===== config.mk =====
export PLATFORM = sky130hd
export DESIGN_NAME = ewp_decision
export DESIGN_NICKNAME = d
export VERILOG_FILES = /design/src/logic/ewp_pkg.sv /design/src/logic/ewp_decision.sv /design/src/logic/ewp_sync3.sv
export VERILOG_INCLUDE_DIRS = /design/src /design/src/logic
export SDC_FILE = /design/constraint.sdc
export NUM_CORES = 1
export LEC_CHECK = 0
export BUFFER_PORTS_ARGS = -buffer_cell sky130_fd_sc_hd__buf_2
export CORE_MARGIN = 3
export CORE_UTILIZATION = 25
export DETAILED_ROUTE_END_ITERATION = 6
export GPL_TIMING_DRIVEN = 1
export SETUP_SLACK_MARGIN = 0.3
export SYNTH_ARGS = -nofsm -noshare
export SYNTH_HDL_FRONTEND = slang
export SYNTH_SLANG_ARGS = --single-unit

===== constraint.sdc =====
create_clock -name clk -period 3.8 [get_ports clk]
set_clock_uncertainty 0.15 [all_clocks]
set_input_delay 0.76 -clock clk [delete_from_list [all_inputs] [get_ports clk]]
set_output_delay 0.76 -clock clk [all_outputs]
set_load 0.01 [all_outputs]

===== src/logic/ewp_decision_defs.svh =====
`ifndef EWP_DECISION_DEFS_SVH
`define EWP_DECISION_DEFS_SVH

`define EWP_PREAMBLE_ARRAY 4'hA
`define EWP_PREAMBLE_FLAG 4'h6
`define EWP_PREAMBLE_MSB 7
`define EWP_PREAMBLE_LSB 4
`define EWP_RW_BIT 0
`define EWP_SUBCODE_MSB 3
`define EWP_SUBCODE_LSB 1
`define EWP_SUBCODE_SET_REV 3'h1
`define EWP_SUBCODE_CLR_REV 3'h3
`define EWP_LOWER_HALF_TOP 8'h7F
`define EWP_FLAG_RESET 1'b0
`define EWP_SYNC_RESET 1'b0

`endif


===== src/logic/ewp_pkg.sv =====
package ewp_pkg;

	typedef enum logic [3:0] {
		EWP_IDLE     = 4'b0001,
		EWP_ACK_WAIT = 4'b0010,
		EWP_ACK_HOLD = 4'b0100,
		EWP_CMD_PEND = 4'b1000
	} ewp_state_t;

	typedef enum logic [2:0] {
		EWP_CMD_NONE      = 3'h0,
		EWP_CMD_ARRAY_RD  = 3'h1,
		EWP_CMD_ARRAY_WR  = 3'h2,
		EWP_CMD_QRY_PERM  = 3'h3,
		EWP_CMD_SET_PERM  = 3'h4,
		EWP_CMD_QRY_REV   = 3'h5,
		EWP_CMD_SET_REV   = 3'h6,
		EWP_CMD_CLR_REV   = 3'h7
	} ewp_cmd_t;

	// Pins that arrive from outside the clock domain
	typedef struct packed {
		logic serialClk;
		logic protectPin;
		logic elevatedPinLevel;
	} ewp_pins_t;

	typedef struct packed {
		logic permanentProtectFlag;
		logic reversibleProtectFlag;
	} ewp_flags_t;

endpackage


===== src/logic/ewp_decision.sv =====
`timescale 1ns/100ps
`default_nettype none
`include "ewp_decision_defs.svh"

module ewp_decision #(
	parameter int ADDR_WIDTH = 8
) (
	input  wire logic                  clk,
	input  wire logic                  resetn,
	input  wire ewp_pkg::ewp_pins_t    pins,
	input  wire logic                  addrByteValid,
	input  wire logic [7:0]            addrByte,
	input  wire logic                  dataByteValid,
	input  wire logic [ADDR_WIDTH-1:0] dataAddr,
	input  wire logic                  writeStop,
	input  wire ewp_pkg::ewp_flags_t   nvFlagsIn,
	output var  logic                  sdaOut,
	output var  logic                  sdaOe,
	output var  logic                  ackGiven,
	output var  logic                  arrayReadEn,
	output var  logic                  arrayStore,
	output var  logic [ADDR_WIDTH-1:0] arrayStoreAddr,
	output var  ewp_pkg::ewp_flags_t   flags,
	output var  logic                  nvFlagsUpdate
);

	// Elaboration check: decode and store gating assume a 256-word array
	if (ADDR_WIDTH != 8)
	begin : g_width_check
		$error("ewp_decision: ADDR_WIDTH must be 8 for a 256-word array");
	end

	// ========================================
	// Pin synchronisers
	// ========================================
	ewp_pkg::ewp_pins_t pinsSync;
	logic               serialClkPrev_q;
	logic               serialClkFall;
	logic               protectHigh;

	ewp_sync3 #(
		.WIDTH ($bits(ewp_pkg::ewp_pins_t))
	) u_sync (
		.clk    (clk),
		.resetn (resetn),
		.async  (pins),
		.synced (pinsSync)
	);

	always_ff @(posedge clk)
	begin
		if (!resetn)
			serialClkPrev_q <= `EWP_SYNC_RESET;
		else
			serialClkPrev_q <= pinsSync.serialClk;
	end

	assign serialClkFall = serialClkPrev_q & ~pinsSync.serialClk;
	// A floating pin is pulled to ground by the pad, so it reads as low
	assign protectHigh = pinsSync.protectPin;

	// ========================================
	// Command decode
	// ========================================
	ewp_pkg::ewp_cmd_t cmd;
	logic [3:0]        preamble;
	logic [2:0]        subCode;
	logic              isRead;

	assign preamble = addrByte[`EWP_PREAMBLE_MSB:`EWP_PREAMBLE_LSB];
	assign subCode  = addrByte[`EWP_SUBCODE_MSB:`EWP_SUBCODE_LSB];
	assign isRead   = addrByte[`EWP_RW_BIT];

	always_comb
	begin
		cmd = ewp_pkg::EWP_CMD_NONE;
		if (preamble == `EWP_PREAMBLE_ARRAY)
			cmd = isRead ? ewp_pkg::EWP_CMD_ARRAY_RD : ewp_pkg::EWP_CMD_ARRAY_WR;
		else if (preamble == `EWP_PREAMBLE_FLAG)
		begin
			if (!pinsSync.elevatedPinLevel)
				cmd = isRead ? ewp_pkg::EWP_CMD_QRY_PERM : ewp_pkg::EWP_CMD_SET_PERM;
			else if (isRead)
				cmd = ewp_pkg::EWP_CMD_QRY_REV;
			else if (subCode == `EWP_SUBCODE_SET_REV)
				cmd = ewp_pkg::EWP_CMD_SET_REV;
			else if (subCode == `EWP_SUBCODE_CLR_REV)
				cmd = ewp_pkg::EWP_CMD_CLR_REV;
		end
	end

	// ========================================
	// Acknowledge decision
	// ========================================
	ewp_pkg::ewp_flags_t flags_q;
	ewp_pkg::ewp_flags_t flags_d;
	logic                ackDecide;

	always_comb
	begin
		ackDecide = 1'b0;
		unique case (cmd)
			ewp_pkg::EWP_CMD_NONE:
				ackDecide = 1'b0;
			// Array access is acknowledged whatever the protection
			ewp_pkg::EWP_CMD_ARRAY_RD,
			ewp_pkg::EWP_CMD_ARRAY_WR:
				ackDecide = 1'b1;
			ewp_pkg::EWP_CMD_QRY_PERM,
			ewp_pkg::EWP_CMD_SET_PERM,
			ewp_pkg::EWP_CMD_CLR_REV:
				ackDecide = ~flags_q.permanentProtectFlag;
			ewp_pkg::EWP_CMD_QRY_REV,
			ewp_pkg::EWP_CMD_SET_REV:
				ackDecide = ~flags_q.reversibleProtectFlag;
		endcase
	end

	// ========================================
	// Sequencer: drive ack through the ninth bit, then hold flag writes to the stop
	// ========================================
	ewp_pkg::ewp_state_t state_q;
	ewp_pkg::ewp_state_t state_d;
	ewp_pkg::ewp_cmd_t   cmdHeld_q;
	ewp_pkg::ewp_cmd_t   cmdHeld_d;
	logic                ackHeld_q;
	logic                ackHeld_d;
	logic                sdaOe_q;
	logic                sdaOe_d;
	logic                ackGiven_q;
	logic                ackGiven_d;
	logic                readEn_q;
	logic                readEn_d;

	always_comb
	begin
		state_d    = state_q;
		cmdHeld_d  = cmdHeld_q;
		ackHeld_d  = ackHeld_q;
		sdaOe_d    = sdaOe_q;
		ackGiven_d = 1'b0;
		readEn_d   = readEn_q;
		unique case (state_q)
			ewp_pkg::EWP_IDLE:
			begin
				if (addrByteValid)
				begin
					cmdHeld_d = cmd;
					ackHeld_d = ackDecide;
					readEn_d  = 1'b0;
					state_d   = ewp_pkg::EWP_ACK_WAIT;
				end
			end
			ewp_pkg::EWP_ACK_WAIT:
			begin
				if (serialClkFall)
				begin
					sdaOe_d    = ackHeld_q;
					ackGiven_d = ackHeld_q;
					state_d    = ackHeld_q ? ewp_pkg::EWP_ACK_HOLD : ewp_pkg::EWP_IDLE;
				end
			end
			ewp_pkg::EWP_ACK_HOLD:
			begin
				if (serialClkFall)
				begin
					sdaOe_d  = 1'b0;
					readEn_d = (cmdHeld_q == ewp_pkg::EWP_CMD_ARRAY_RD);
					// Query data is don't-care; the array path may shift anything
					unique case (cmdHeld_q)
						ewp_pkg::EWP_CMD_SET_PERM,
						ewp_pkg::EWP_CMD_SET_REV,
						ewp_pkg::EWP_CMD_CLR_REV:
							state_d = ewp_pkg::EWP_CMD_PEND;
						default:
							state_d = ewp_pkg::EWP_IDLE;
					endcase
				end
			end
			ewp_pkg::EWP_CMD_PEND:
			begin
				if (writeStop || addrByteValid)
					state_d = ewp_pkg::EWP_IDLE;
			end
			default:
				state_d = ewp_pkg::EWP_IDLE;
		endcase
		if (writeStop)
			readEn_d = 1'b0;
	end

	always_ff @(posedge clk)
	begin
		if (!resetn)
		begin
			state_q    <= ewp_pkg::EWP_IDLE;
			cmdHeld_q  <= ewp_pkg::EWP_CMD_NONE;
			ackHeld_q  <= 1'b0;
			sdaOe_q    <= 1'b0;
			ackGiven_q <= 1'b0;
			readEn_q   <= 1'b0;
		end
		else
		begin
			state_q    <= state_d;
			cmdHeld_q  <= cmdHeld_d;
			ackHeld_q  <= ackHeld_d;
			sdaOe_q    <= sdaOe_d;
			ackGiven_q <= ackGiven_d;
			readEn_q   <= readEn_d;
		end
	end

	// ========================================
	// Protect flags, committed at the stop that opens the write cycle
	// ========================================
	logic flagCommit;
	logic nvUpdate_q;
	logic nvUpdate_d;

	assign flagCommit = (state_q == ewp_pkg::EWP_CMD_PEND) & writeStop;

	always_comb
	begin
		flags_d    = flags_q;
		nvUpdate_d = 1'b0;
		if (!resetn)
			flags_d = nvFlagsIn; // Stored state survives power loss
		else if (flagCommit && !protectHigh)
		begin
			nvUpdate_d = 1'b1;
			unique case (cmdHeld_q)
				ewp_pkg::EWP_CMD_SET_PERM:
					flags_d.permanentProtectFlag = 1'b1;
				ewp_pkg::EWP_CMD_SET_REV:
					flags_d.reversibleProtectFlag = 1'b1;
				ewp_pkg::EWP_CMD_CLR_REV:
					flags_d.reversibleProtectFlag = 1'b0;
				default:
					nvUpdate_d = 1'b0;
			endcase
		end
	end

	always_ff @(posedge clk)
	begin
		flags_q    <= flags_d;
		nvUpdate_q <= nvUpdate_d;
	end

	// ========================================
	// Array store gating
	// ========================================
	logic                  store_q;
	logic                  store_d;
	logic [ADDR_WIDTH-1:0] storeAddr_q;
	logic [ADDR_WIDTH-1:0] storeAddr_d;
	logic                  storeAllowed;
	logic                  anyFlag;

	assign anyFlag = flags_q.permanentProtectFlag | flags_q.reversibleProtectFlag;

	always_comb
	begin
		if (protectHigh)
			storeAllowed = 1'b0;
		else if (anyFlag)
			storeAllowed = (dataAddr > `EWP_LOWER_HALF_TOP);
		else
			storeAllowed = 1'b1;
		// A refused byte is acked upstream all the same; timing stays unchanged
		store_d     = dataByteValid & storeAllowed &
			(cmdHeld_q == ewp_pkg::EWP_CMD_ARRAY_WR);
		storeAddr_d = dataByteValid ? dataAddr : storeAddr_q;
	end

	always_ff @(posedge clk)
	begin
		if (!resetn)
		begin
			store_q     <= 1'b0;
			storeAddr_q <= '0;
		end
		else
		begin
			store_q     <= store_d;
			storeAddr_q <= storeAddr_d;
		end
	end

	// ========================================
	// Outputs
	// ========================================
	logic sdaOut_q;

	always_ff @(posedge clk)
	begin
		sdaOut_q <= 1'b0;
	end

	assign sdaOut         = sdaOut_q;
	assign sdaOe          = sdaOe_q;
	assign ackGiven       = ackGiven_q;
	assign arrayReadEn    = readEn_q;
	assign arrayStore     = store_q;
	assign arrayStoreAddr = storeAddr_q;
	assign flags          = flags_q;
	assign nvFlagsUpdate  = nvUpdate_q;

endmodule // ewp_decision

`default_nettype wire


===== src/logic/ewp_sync3.sv =====
`timescale 1ns/100ps
`default_nettype none
`include "ewp_decision_defs.svh"

module ewp_sync3 #(
	parameter int WIDTH = 3
) (
	input  wire logic             clk,
	input  wire logic             resetn,
	input  wire logic [WIDTH-1:0] async,
	output var  logic [WIDTH-1:0] synced
);

	// ========================================
	// Three stages; accepted once stages two and three agree
	// ========================================
	logic [WIDTH-1:0] s1_q;
	logic [WIDTH-1:0] s2_q;
	logic [WIDTH-1:0] s3_q;
	logic [WIDTH-1:0] out_q;
	logic [WIDTH-1:0] out_d;

	// Elaboration check: an empty bus has nothing to synchronise
	if (WIDTH < 1)
	begin : g_width_check
		$error("ewp_sync3: WIDTH must be at least 1");
	end

	genvar i;
	generate
		for (i = 0; i < WIDTH; i++)
		begin : g_bit
			always_comb
			begin
				out_d[i] = (s2_q[i] == s3_q[i]) ? s3_q[i] : out_q[i];
			end
		end
	endgenerate

	always_ff @(posedge clk)
	begin
		if (!resetn)
		begin
			s1_q  <= {WIDTH{`EWP_SYNC_RESET}};
			s2_q  <= {WIDTH{`EWP_SYNC_RESET}};
			s3_q  <= {WIDTH{`EWP_SYNC_RESET}};
			out_q <= {WIDTH{`EWP_SYNC_RESET}};
		end
		else
		begin
			s1_q  <= async;
			s2_q  <= s1_q;
			s3_q  <= s2_q;
			out_q <= out_d;
		end
	end

	assign synced = out_q;

endmodule // ewp_sync3

`default_nettype wire


==> impl_metrics.toml <==
[status]
outcome = "complete, no violations"

[sta]
worst_pin_slew_ns = 1.01
fin_setup_tns_ns = 0
fin_crit_ns = 2.31
hold_viol = 0
final_max_slew_viol_count = 0
rsz0062_at_grt = "false"
slew_headroom = 0.321
finalCritPeriodShare = 0.607
setup_viol = 0
fmax_mhz = 433

[route]
wire_per_inst_um = 11.7
drt-total-wl_um = 3190
num_vias = 1248
drc_errors = 0
firstDrtPassIters = 4
ant_nets = 0
drt-initial-drc-count = 61
viasPerCell = 4.59

[layout]
final_cell_mix = "buf_2, dfxtp_1, nor2_1"
nets = 225
final_cells = 272
antennaDiodeCount = 0
drive_gt1_frac = 0.290
area_delta_synth_final_pct = 27.1
layout_commonest_cell = "buf_2"

[die]
core_area_um2 = 5710
start_util = 0.268
io_pins = 42
die_x_um = 84.2
placementRows = 27
die_height_um = 84.2
dieArea_um2 = 7090

[min_path]
hp-start = "u_sync.s1_q[2]$_SDFF_PN0_"
hold_path.class = "flip-flop to flip-flop"

[yosys]
synth_compound_area_frac = 0.145
async_reset_ff_frac = 0
muxShareOfSynthArea = 0.0589
syn_nets = 186
postSynthAreaPerCell_um2 = 9.56
synthAdderAreaFrac = 0
yosysSeqAreaShare = 0.484
synth-seq-cells = 36
synth-xor-area-share = 0.00573
ys.flop_type = "dfxtp_1"
synth_top_family_by_area = "simple AND/OR/NAND/NOR gates"
synth_area_um2 = 1530
ys_warn_count = 0
synth_cell_types = 43
synth_edf_count = 2
synth_cells = 160
synthSimpleGateAreaFrac = 0.273

[clock_network]
cts_root_buf = "clkbuf_8"
cts_max_path_buffers = 2
cts_buffers = 5
cts_hold_buf = 0
cts.clk_slew.worst_paths_ns = 0.07
cts_tree = "yes"
clock_latency_ns = 0.29
htreeDepth = 2
cts_resized = 0
cts_setup_buffers = 0
cts_sinks = 36

[setup_path]
r2r-start = "state_q[1]$_SDFFE_PN0P_"
slowest_delay_ns = 0.85
end_kind = "flip-flop"
crit_path_cell_trace = "buf_2 > nor4bb_1 > o21ai_0 > a211o_1 > a21oi_1"
crit_family = "simple AND/OR/NAND/NOR gates"
crit_buf_inv = 1
critPathSlowestCell = "nor4bb_1"
worstPathArrival_ns = 2.37
worstPathRequired_ns = 3.87
worstSetupPathType = "primary input to flip-flop"
crit_path_start_kind = "primary input"
cp_max_fo = 8
crit_start = "addrByte[4]"

[power_and_ir_drop]
leakage_nw = 0.818
peakVddDrop_uv = 162
p_per_area_nw_per_um2 = 492

[grt]
antenna_found_initial = 0
grt-ovfl-total = 0
track_usage = 0.0959
grt_pass1_wl_um = 5490
grt_max_degree = 27
grt_pass1_vias = 1163

[run]
max-cap-violations = 0

[place]
place_inst = 264
globalplace.congestion = 0.775
io_buffers = 40
place_hpwl_um = 2340
==> Yosys cell counts, drive strengths merged, types with 2 or more instances <==
library cell	instances	area, um^2
o211ai	2	15.0
or2	3	18.8
nor2b	2	12.5
a31o	2	17.5
clkbuf	5	18.8
nand2	13	48.8
a31oi	2	12.5
and3	2	12.5
nand3b	2	15.0
nand3	6	30.0
dfxtp	34	681
mux2i	9	90.1
nand2b	2	12.5
inv	3	11.3
nor4b	4	53.8
and2	11	68.8
o21ai	7	35.0
nor2	19	71.3
buf	3	16.3
edfxtp	2	60.1
a21oi	7	35.0
nor4bb	2	20.0
==> final cells by class <==
| type | instances | area, um^2 |
|---|---|---|
| Clock buffer | 5 | 68.8 |
| Clock inverter | 3 | 90.1 |
| Fill cell | 587 | 3770 |
| Inverter | 3 | 11.3 |
| Multi-Input combinational cell | 113 | 742 |
| Sequential cell | 36 | 741 |
| Tap cell | 72 | 90.1 |
| Timing Repair Buffer | 40 | 200 |
==> report_power, final <==
| group | internal, mW | switching, mW | total (mW) |
|---|---|---|---|
| logic | 0.0376 | 0.0438 | 0.0814 |
| registers | 0.397 | 0.0119 | 0.409 |
| clock network | 0.328 | 0.137 | 0.465 |
==> worst paths after layout <==
check | slack (ns) | depth (start not counted) | to
max | 1.49 | 5 | cmdHeld_q[2]$_SDFFE_PN0P_
min | 0.29 | 1 | u_sync.s2_q[2]$_SDFF_PN0_
max reg2reg | 2.02 | 4 | flags[0]$_DFFE_PP_
min reg2reg | 0.29 | 1 | u_sync.s2_q[2]$_SDFF_PN0_
==> cell families (layout without fill, tap and decap cells) <==
group           Yosys count  in the layout
other cells               1              1
compound gates           30             30
flops                    36             36
simple gates             72             72
buf+inv                  11             51
mux                       9              9
xor+xnor                  1              1
==> layer usage <==
layer / vias to the layer above / track usage / part of all wire
li1: 646 / - / -
met1: 572 / 0.119 / 0.46
met2: 23 / 0.153 / 0.47
met3: 7 / 0.0285 / 0.041
met4: 0 / 0.0439 / 0.019
met5: - / 0 / 0
==> sequential cells by signal, summed over array words and instances (netlist names), 2 cells and up <==
signal and flops:
arrayStoreAddr 8, state_q 4, cmdHeld_q 3, u_sync.s1_q 3, u_sync.s2_q 3, u_sync.s3_q 3, u_sync.synced 3, flags 2
==> per-stage QoR <==
stage / setup WS [ns] / hold WS [ns] / power, mW / area, um^2 / utilization
CTS: 1.51 / 0.286 / 0.971 / 1940 / 0.340
floorplan: 1.86 / 0.262 / 0.468 / 1530 / -
detailed placement: 1.20 / 0.269 / 0.500 / 1780 / 0.313
global placement: 1.25 / 0.263 / 0.498 / 1780 / 0.313
finish: 1.49 / 0.286 / 0.955 / 1940 / 0.340
global route: 1.33 / 0.318 / 1.00 / 1940 / 0.340
Note: power is estimated with default switching activity, not from simulation.
